**src/verilog/pcrs_pkg.sv**
```systemverilog
/*
 * Package for the program counter and return stack block: register offsets,
 * field positions, reset values, vectors, command encodings and carriers.
 * Assumes a classic Wishbone register bus with 32-bit data, byte addressed.
 */
`default_nettype none
package pcrs_pkg;
    // ----------------------------------------
    // Widths
    // ----------------------------------------
    localparam int          ADDR_W        = 21;
    localparam int          PTR_W         = 5;
    localparam int          DEPTH         = 31;
    // ----------------------------------------
    // Register byte offsets
    // ----------------------------------------
    localparam logic [7:0]  OFS_LOW       = 8'h00;
    localparam logic [7:0]  OFS_HLATCH    = 8'h04;
    localparam logic [7:0]  OFS_ULATCH    = 8'h08;
    localparam logic [7:0]  OFS_PTR       = 8'h0C;
    localparam logic [7:0]  OFS_TOPL      = 8'h10;
    localparam logic [7:0]  OFS_TOPH      = 8'h14;
    localparam logic [7:0]  OFS_TOPU      = 8'h18;
    localparam logic [7:0]  OFS_CTRL      = 8'h1C;
    localparam logic [7:0]  OFS_PC        = 8'h20;
    // ----------------------------------------
    // Field positions and reset values
    // ----------------------------------------
    localparam int          OVF_BIT       = 7;
    localparam int          UNF_BIT       = 6;
    localparam int          CTRL_OVRST    = 0;
    localparam int          CTRL_PUSH     = 1;
    localparam int          CTRL_POP      = 2;
    localparam logic        OVRST_RESET   = 1'b1;
    localparam logic [20:0] RESET_VECTOR  = 21'h000000;
    localparam logic [20:0] HIGH_VECTOR   = 21'h000008;
    localparam logic [20:0] LOW_VECTOR    = 21'h000018;
    localparam logic [20:0] TOP_8K        = 21'h001FFF;
    localparam logic [20:0] TOP_16K       = 21'h003FFF;
    localparam logic [20:0] STEP          = 21'h000002;
    localparam logic [15:0] NOP_WORD      = 16'h0000;
    // ----------------------------------------
    // Decoder commands
    // ----------------------------------------
    typedef enum logic [3:0] {
        CMD_NEXT     = 4'h0,
        CMD_JUMP     = 4'h1,
        CMD_CALL     = 4'h2,
        CMD_RETURN   = 4'h3,
        CMD_RETLIT   = 4'h4,
        CMD_IRQ_RET  = 4'h5,
        CMD_ACK_HIGH = 4'h6,
        CMD_ACK_LOW  = 4'h7,
        CMD_HOLD     = 4'h8
    } pcrs_cmd_type;
    typedef struct packed {
        logic         valid;
        pcrs_cmd_type cmd;
        logic [20:0]  target;
    } pcrs_req_type;
    typedef struct packed {
        logic         overflow_reset;
        logic         overflow;
        logic         underflow;
    } pcrs_event_type;
endpackage
`default_nettype wire

```
**src/verilog/pcrs_core.sv**
```systemverilog
/*
 * Fetch address counter with latch registers and 31-level return stack.
 * Assumes the decoder issues at most one request per cycle and that
 * software keeps interrupts off while it touches stack registers.
 */
// The Wishbone slave port and the register offsets were chosen for this implementation.
`timescale 1ns/1ps
`default_nettype none
module pcrs_core #(
    parameter logic [20:0] MEM_TOP = pcrs_pkg::TOP_16K
) (
    input  wire logic                     clk_i,
    input  wire logic                     rst_i,
    input  wire pcrs_pkg::pcrs_req_type   req_i,
    output logic [20:0]                   fetch_address_o,
    output logic                          fetch_in_range_o,
    output logic [15:0]                   fetch_mask_o,
    output pcrs_pkg::pcrs_event_type      event_o,
    output logic                          device_reset_o,
    input  wire logic [7:0]               wb_adr_i,
    input  wire logic [31:0]              wb_dat_i,
    output logic [31:0]                   wb_dat_o,
    input  wire logic                     wb_we_i,
    input  wire logic [3:0]               wb_sel_i,
    input  wire logic                     wb_cyc_i,
    input  wire logic                     wb_stb_i,
    output logic                          wb_ack_o,
    output logic                          wb_err_o
);
    import pcrs_pkg::*;

    // Elaboration stops on any MEM_TOP other than the 8K or 16K top
    if (MEM_TOP != TOP_8K && MEM_TOP != TOP_16K)
    begin : g_bad_top
        $error("MEM_TOP must be 8K or 16K top");
    end

    // ----------------------------------------
    // State
    // ----------------------------------------
    logic [20:0] fetch_address_counter;
    logic [7:0]  high_byte_latch;
    logic [4:0]  upper_byte_latch;
    logic [4:0]  pointer_value_field;
    logic [20:0] stack_mem [1:DEPTH];
    logic        stack_overflow_flag;
    logic        stack_underflow_flag;
    logic        overflow_reset_enable;
    logic        stack_full_flag;
    logic        wb_req;
    logic        wb_wr;
    logic        wb_rd;
    logic        lane0;
    logic        sw_push;
    logic        sw_pop;
    logic        hw_push;
    logic        hw_pop;
    logic        do_push;
    logic        do_pop;
    logic        ovf_event;
    logic        pop_empty;
    logic        ovf_reset;
    logic        top_write;
    logic        wr_low;
    logic        wr_hlatch;
    logic        wr_ulatch;
    logic        wr_ptr;
    logic        wr_topl;
    logic        wr_toph;
    logic        wr_topu;
    logic        wr_ctrl;
    logic        rd_low;
    logic [20:0] top_entry;
    logic [20:0] next_pc;
    logic [20:0] next_fetch;
    logic [20:0] push_value;

    // ----------------------------------------
    // Register strobes
    // ----------------------------------------
    // Writes without lane zero are answered but change nothing
    assign wb_req    = wb_cyc_i && wb_stb_i && !wb_ack_o && !wb_err_o;
    assign lane0     = wb_sel_i[0];
    assign wb_wr     = wb_req && wb_we_i && lane0;
    assign wb_rd     = wb_req && !wb_we_i;
    assign wr_low    = wb_wr && wb_adr_i == OFS_LOW;
    assign wr_hlatch = wb_wr && wb_adr_i == OFS_HLATCH;
    assign wr_ulatch = wb_wr && wb_adr_i == OFS_ULATCH;
    assign wr_ptr    = wb_wr && wb_adr_i == OFS_PTR;
    assign wr_topl   = wb_wr && wb_adr_i == OFS_TOPL;
    assign wr_toph   = wb_wr && wb_adr_i == OFS_TOPH;
    assign wr_topu   = wb_wr && wb_adr_i == OFS_TOPU;
    assign wr_ctrl   = wb_wr && wb_adr_i == OFS_CTRL;
    assign rd_low    = wb_rd && wb_adr_i == OFS_LOW;

    // ----------------------------------------
    // Push and pop arbitration
    // ----------------------------------------
    assign sw_push = wr_ctrl && wb_dat_i[CTRL_PUSH];
    assign sw_pop  = wr_ctrl && wb_dat_i[CTRL_POP];
    assign hw_push = req_i.valid && (req_i.cmd == CMD_CALL || req_i.cmd == CMD_ACK_HIGH
                     || req_i.cmd == CMD_ACK_LOW);
    assign hw_pop  = req_i.valid && (req_i.cmd == CMD_RETURN || req_i.cmd == CMD_RETLIT
                     || req_i.cmd == CMD_IRQ_RET);
    // Hardware wins; a software push and pop together act as a push
    assign do_push = hw_push || (sw_push && !hw_pop);
    assign do_pop  = hw_pop || (sw_pop && !hw_push && !sw_push);
    assign stack_full_flag = pointer_value_field == 5'(DEPTH);
    assign pop_empty = do_pop && pointer_value_field == 5'h00;
    // The 31st push already counts; pushes while full count again
    assign ovf_event = do_push && pointer_value_field >= 5'(DEPTH - 1);
    assign ovf_reset = ovf_event && overflow_reset_enable;
    // Pointer and top writes lose to a push or pop in the same cycle
    assign top_write = !do_push && !do_pop && pointer_value_field != 5'h00;
    // Address of instruction after the call or interrupt ack, or current for software push
    assign push_value = hw_push ? fetch_address_counter + STEP : fetch_address_counter;
    assign top_entry = (pointer_value_field == 5'h00) ? 21'h000000
                       : stack_mem[pointer_value_field];
    assign next_fetch = ovf_reset ? RESET_VECTOR : next_pc;

    // ----------------------------------------
    // Fetch address counter
    // ----------------------------------------
    always_comb
    begin
        next_pc = fetch_address_counter;
        if (req_i.valid)
        begin
            case (req_i.cmd)
                CMD_NEXT:     next_pc = fetch_address_counter + STEP;
                CMD_JUMP:     next_pc = req_i.target;
                CMD_CALL:     next_pc = req_i.target;
                CMD_ACK_HIGH: next_pc = HIGH_VECTOR;
                CMD_ACK_LOW:  next_pc = LOW_VECTOR;
                CMD_RETURN,
                CMD_RETLIT,
                CMD_IRQ_RET:  next_pc = top_entry;     // zero on empty
                default:      next_pc = fetch_address_counter;
            endcase
        end
        if (wr_low)
            next_pc = {upper_byte_latch, high_byte_latch, wb_dat_i[7:0]};
        next_pc[0] = 1'b0;
    end

    always_ff @(posedge clk_i)
    begin
        if (rst_i)
            fetch_address_counter <= RESET_VECTOR;
        else
            fetch_address_counter <= next_fetch;
    end

    // ----------------------------------------
    // Latch registers
    // ----------------------------------------
    // Calls and returns leave these alone, except that an overflow reset from a push clears them
    always_ff @(posedge clk_i)
    begin
        if (rst_i || ovf_reset)
        begin
            high_byte_latch  <= 8'h00;
            upper_byte_latch <= 5'h00;
        end
        else if (rd_low)
        begin
            high_byte_latch  <= fetch_address_counter[15:8];
            upper_byte_latch <= fetch_address_counter[20:16];
        end
        else
        begin
            if (wr_hlatch)
                high_byte_latch <= wb_dat_i[7:0];
            if (wr_ulatch)
                upper_byte_latch <= wb_dat_i[4:0];
        end
    end

    // ----------------------------------------
    // Stack pointer and storage
    // ----------------------------------------
    always_ff @(posedge clk_i)
    begin
        if (rst_i || ovf_reset)
            pointer_value_field <= 5'h00;
        else if (do_push && !stack_full_flag)
            pointer_value_field <= pointer_value_field + 5'h01;
        else if (do_pop && !pop_empty)
            pointer_value_field <= pointer_value_field - 5'h01;
        else if (!do_push && !do_pop && wr_ptr)
            pointer_value_field <= wb_dat_i[4:0];
    end

    // Full stack keeps its last entry; no overwrite beyond level 31
    always_ff @(posedge clk_i)
    begin
        if (do_push && !stack_full_flag)
            stack_mem[pointer_value_field + 5'h01] <= push_value;
        else if (top_write)
        begin
            if (wr_topl)
                stack_mem[pointer_value_field][7:0] <= wb_dat_i[7:0];
            if (wr_toph)
                stack_mem[pointer_value_field][15:8] <= wb_dat_i[7:0];
            if (wr_topu)
                stack_mem[pointer_value_field][20:16] <= wb_dat_i[4:0];
        end
    end

    // ----------------------------------------
    // Flags: set beats software clear
    // ----------------------------------------
    always_ff @(posedge clk_i)
    begin
        if (rst_i)
        begin
            stack_overflow_flag  <= 1'b0;
            stack_underflow_flag <= 1'b0;
        end
        else
        begin
            if (ovf_event)
                stack_overflow_flag <= 1'b1;
            else if (wr_ptr && !wb_dat_i[OVF_BIT])
                stack_overflow_flag <= 1'b0;
            if (pop_empty)
                stack_underflow_flag <= 1'b1;
            else if (wr_ptr && !wb_dat_i[UNF_BIT])
                stack_underflow_flag <= 1'b0;
        end
    end

    always_ff @(posedge clk_i)
    begin
        if (rst_i)
            overflow_reset_enable <= OVRST_RESET;
        else if (wr_ctrl)
            overflow_reset_enable <= wb_dat_i[CTRL_OVRST];
    end

    // ----------------------------------------
    // Fetch outputs and events
    // ----------------------------------------
    always_ff @(posedge clk_i)
    begin
        if (rst_i)
        begin
            fetch_address_o  <= RESET_VECTOR;
            fetch_in_range_o <= 1'b1;
            fetch_mask_o     <= 16'hFFFF;
        end
        else
        begin
            fetch_address_o  <= next_fetch;
            fetch_in_range_o <= (next_fetch <= MEM_TOP);
            fetch_mask_o     <= (next_fetch <= MEM_TOP) ? 16'hFFFF : NOP_WORD;
        end
    end

    // Pulses last one cycle; the partner sees them the cycle after the cause
    always_ff @(posedge clk_i)
    begin
        if (rst_i)
        begin
            event_o        <= '0;
            device_reset_o <= 1'b0;
        end
        else
        begin
            event_o.overflow       <= ovf_event;
            event_o.underflow      <= pop_empty;
            event_o.overflow_reset <= ovf_reset;
            device_reset_o         <= ovf_reset;
        end
    end

    // ----------------------------------------
    // Wishbone slave
    // ----------------------------------------
    always_ff @(posedge clk_i)
    begin
        if (rst_i)
        begin
            wb_ack_o <= 1'b0;
            wb_err_o <= 1'b0;
            wb_dat_o <= 32'h00000000;
        end
        else
        begin
            wb_ack_o <= 1'b0;
            wb_err_o <= 1'b0;
            wb_dat_o <= 32'h00000000;
            if (wb_req)
            begin
                if (wb_adr_i == OFS_LOW)
                begin
                    wb_ack_o <= 1'b1;
                    wb_dat_o <= {24'h000000, fetch_address_counter[7:0]};
                end
                else if (wb_adr_i == OFS_HLATCH)
                begin
                    wb_ack_o <= 1'b1;
                    wb_dat_o <= {24'h000000, high_byte_latch};
                end
                else if (wb_adr_i == OFS_ULATCH)
                begin
                    wb_ack_o <= 1'b1;
                    wb_dat_o <= {27'h0000000, upper_byte_latch};
                end
                else if (wb_adr_i == OFS_PTR)
                begin
                    wb_ack_o <= 1'b1;
                    wb_dat_o <= {24'h000000, stack_overflow_flag, stack_underflow_flag,
                                 1'b0, pointer_value_field};
                end
                else if (wb_adr_i == OFS_TOPL)
                begin
                    wb_ack_o <= 1'b1;
                    wb_dat_o <= {24'h000000, top_entry[7:0]};
                end
                else if (wb_adr_i == OFS_TOPH)
                begin
                    wb_ack_o <= 1'b1;
                    wb_dat_o <= {24'h000000, top_entry[15:8]};
                end
                else if (wb_adr_i == OFS_TOPU)
                begin
                    wb_ack_o <= 1'b1;
                    wb_dat_o <= {27'h0000000, top_entry[20:16]};
                end
                else if (wb_adr_i == OFS_CTRL)
                begin
                    wb_ack_o <= 1'b1;
                    wb_dat_o <= {28'h0000000, 2'b00, stack_full_flag, overflow_reset_enable};
                end
                else if (wb_adr_i == OFS_PC)
                begin
                    wb_ack_o <= 1'b1;
                    wb_dat_o <= {11'h000, fetch_address_counter};
                end
                else
                    wb_err_o <= 1'b1;   // Unmapped
            end
        end
    end
    // Software is trusted to mask interrupts around stack access
endmodule
`default_nettype wire

```
**config.mk**
```make
export PLATFORM = sky130hd
export DESIGN_NAME = pcrs_core
export DESIGN_NICKNAME = d
export VERILOG_FILES = /design/src/verilog/pcrs_pkg.sv /design/src/verilog/pcrs_core.sv
export SDC_FILE = /design/constraint.sdc
export NUM_CORES = 1
export LEC_CHECK = 0
export ABC_AREA = 1
export BUFFER_PORTS_ARGS = -buffer_cell sky130_fd_sc_hd__buf_4
export CORE_ASPECT_RATIO = 1.25
export CORE_MARGIN = 2
export CORE_UTILIZATION = 50
export CTS_BUF_LIST = sky130_fd_sc_hd__clkbuf_16
export DETAILED_ROUTE_END_ITERATION = 6
export MAX_ROUTING_LAYER = met4
export PLACE_DENSITY_LB_ADDON = 0.15
export SYNTH_ARGS = -nofsm -noshare
export SYNTH_HDL_FRONTEND = slang
export SYNTH_SLANG_ARGS = --single-unit
```
**constraint.sdc**
```tcl
create_clock -name clk_i -period 4.3 [get_ports clk_i]
set_input_delay 0.645 -clock clk_i [delete_from_list [all_inputs] [get_ports clk_i]]
set_output_delay 0.645 -clock clk_i [all_outputs]
set_load 0.005 [all_outputs]
```
==> impl_metrics.env <==
export IMPL_outcome="finished clean"
export IMPL_irDropWorstVdd_mv=0.316
export IMPL_min_period_ns=3.77
export IMPL_cts_tree="built"
export IMPL_worst_setup_path_type="flip-flop to flip-flop"
export IMPL_cts_buffers=72
export IMPL_ys_types=51
export IMPL_arrival_ns=3.99
export IMPL_worst_slew_pin_slew_ns=1.24
export IMPL_clk_path_buf_depth=3
export IMPL_end_kind="flip-flop"
export IMPL_ys_warn_count=0
export IMPL_slew_headroom_pct=16.4
export IMPL_num_io_pins=151
export IMPL_cts_hold_buf=0
export IMPL_hold_viol_final=0
export IMPL_cts_htree_levels=3
export IMPL_die_area_sq_um=65900
export IMPL_rows=103
export IMPL_synth_ff_type="edfxtp_1"
export IMPL_detailedPlace_worstSlack_ns=0.0825
export IMPL_drt_pre_antenna_iters=6
export IMPL_drive_gt1_share_pct=15.0
export IMPL_initial_core_util_pct=50.5
export IMPL_final_nets=3043
export IMPL_clk_pin_slew_ns=0.06
export IMPL_setup_viol_count_final=0
export IMPL_syn_inst=2895
export IMPL_ys_seq_elements=724
export IMPL_syn_area_per_cell_sq_um=11.0
export IMPL_post_cts_buffers=0
export IMPL_crit_chain="inv_1 > ha_1 > nand3_1 > inv_1 > nor2_4 > o31ai_4 > nand2_1 > o21ai_2 > inv_2 > nand3_1 > nor3_1"
export IMPL_syn_area_sq_um=31900
export IMPL_ant_nets=0
export IMPL_required_ns=4.52
export IMPL_grt_total_usage_pct=28.2
export IMPL_via_per_inst=5.90
export IMPL_die_width_um=230
export IMPL_stdcell_count=3853
export IMPL_slew_viol_final=0
export IMPL_clk_latency_ns=0.62
export IMPL_cpMaxStageDelayCell="nor3_1"
export IMPL_diodes=0
export IMPL_tns_ns=0
export IMPL_grt_overflow=0
export IMPL_cts_root_buf="clkbuf_16"
export IMPL_drv_cap=0
export IMPL_rsz0062_at_grt="false"
export IMPL_wl_per_cell_um=23.6
export IMPL_die_h_um=286
export IMPL_ctsResizeCount=0
export IMPL_cpPeakStageDelay_ns=1.04
export IMPL_synth_enable_flop_cells=651
export IMPL_p_leak_nw=12.4
export IMPL_p_per_area_nw_per_um2=418
export IMPL_gp_congestion=0.967
export IMPL_hpwl_um=58500
export IMPL_start_kind="flip-flop"
export IMPL_antenna_found_initial=0
export IMPL_finClkSkew_ns=0.0216
export IMPL_clock_sinks=724
export IMPL_core_sq_um=63100
export IMPL_grt_pass1_wl_um=136000
export IMPL_drt_wl_total_um=90900
export IMPL_placed_cells=3729
export IMPL_grt_pass1_vias=22100
export IMPL_drc=0
export IMPL_synth_async_reset_ratio_pct=0
export IMPL_worstPathMaxFanout=14
export IMPL_p_total_mw=15.0
export IMPL_vias=22700
export IMPL_drt_iter0_drc=2099
export IMPL_timing_final_crit_share_pct=87.6
export IMPL_synth_seq_area_share_pct=65.8
export IMPL_max_freq_mhz=265
export IMPL_setup_slack_ns=0.532
export IMPL_hold_path_class="primary input to flip-flop"
export IMPL_grt_max_degree=157
export IMPL_area_growth_pct=12.5
export IMPL_io_buffers=110
==> routing by layer <==
layer	wire length, um	up-vias	part of all wire (%)	track usage (%)
met4	3710	0	4.1	11.2
met1	36300	11100	40	35.6
met5	0	-	0	-
met3	6170	200	6.8	4.17
met2	44700	895	49	46.0
li1	-	10500	-	-
==> power breakdown <==
part	total, mW	leakage [nW]	switching (mW)	internal, mW
registers	7.76	6.60	0.0575	7.70
clock network	5.89	1.10	2.67	3.22
logic	1.36	4.71	0.987	0.377
total	15.0	12.4	3.72	11.3
==> area by class of cell <==
cell class | instances | area (sq um)
inverter | 133 | 509
tap | 840 | 1050
clock buffer | 73 | 1830
timing repair buffer | 202 | 1640
sequential | 724 | 21000
multi-input combinational | 1830 | 9520
clock inverter | 51 | 338
fill | 5382 | 27200
==> cell families (layout without fill, tap and decap cells) <==
family / after synthesis / after routing / share of synthesized area, %
fa+ha+maj: 5 / 5 / 0.196
xor+xnor: 14 / 14 / 0.466
buf+inv: 352 / 459 / 5.00
simple gates: 1255 / 1255 / 18.4
compound gates: 544 / 544 / 10.1
flops: 724 / 724 / 65.8
other cells: 1 / 12 / 0.0117
==> cells in the final DEF (no fill, tap or decap), drive strengths merged, types with 6 or more instances in the layout <==
cell    instances
nand4          35
clkinv         31
buf           202
o31ai           6
dfxtp          73
o22ai          17
o221ai         72
a21oi          81
conb           12
nor2          335
o21ai         306
o211ai         43
xor2           14
nand3         304
nand2         465
clkbuf         73
inv           148
edfxtp        651
nor3          109
a31oi           9
==> worst max-delay path, delay by kind of cell (launching register included) <==
kind	cells	cell delay, ns
compound gates	2	0.34
fa+ha+maj	1	0.29
flops	1	0.50
simple gates	5	1.75
buf+inv	3	0.48
==> stage by stage <==
stage	cell area, sq um	utilization [%]	hold WS [ns]
5_1_grt	35900	56.9	0.326
4_1_cts	35900	56.9	0.296
6_report	35900	56.9	0.324
3_3_place_gp	33700	53.4	0.475
2_1_floorplan	32000	-	0.448
3_5_place_dp	33700	53.4	0.476
==> synth_stat cells (all sizes together) (72+ instances only) <==
cell type  number  area share, %
nand3         304            4.9
clkbuf        110            1.3
edfxtp        651             61
nor3          109            3.0
o221ai         72            2.0
o21ai         306            4.9
nand2         465            5.6
nor2          335            4.1
inv           129            1.5
a21oi          81            1.3
buf           109            2.1
dfxtp          73            4.6
==> state kept, by name, indices dropped and copies added (netlist names), named ones only <==
signal and count:
stack_mem 651, wb_dat_o 21, fetch_address_o 20, high_byte_latch 8, pointer_value_field 5, upper_byte_latch 5, event_o 2, device_reset_o 1
fetch_mask_o 1, overflow_reset_enable 1, stack_overflow_flag 1, stack_underflow_flag 1, wb_ack_o 1, wb_err_o 1
==> worst paths after layout <==
path | from | slack [ns] | to | cells past startpoint
setup / recovery | pointer_value_field[0] | 0.53 | stack_mem[28][3] | 11
hold / removal | rst_i | 0.32 | fetch_address_o[20] | 2
setup reg to reg | pointer_value_field[0] | 0.53 | stack_mem[28][3] | 11
hold reg to reg | stack_overflow_flag | 0.49 | stack_overflow_flag | 2
Note: power is estimated with default switching activity, not from simulation.
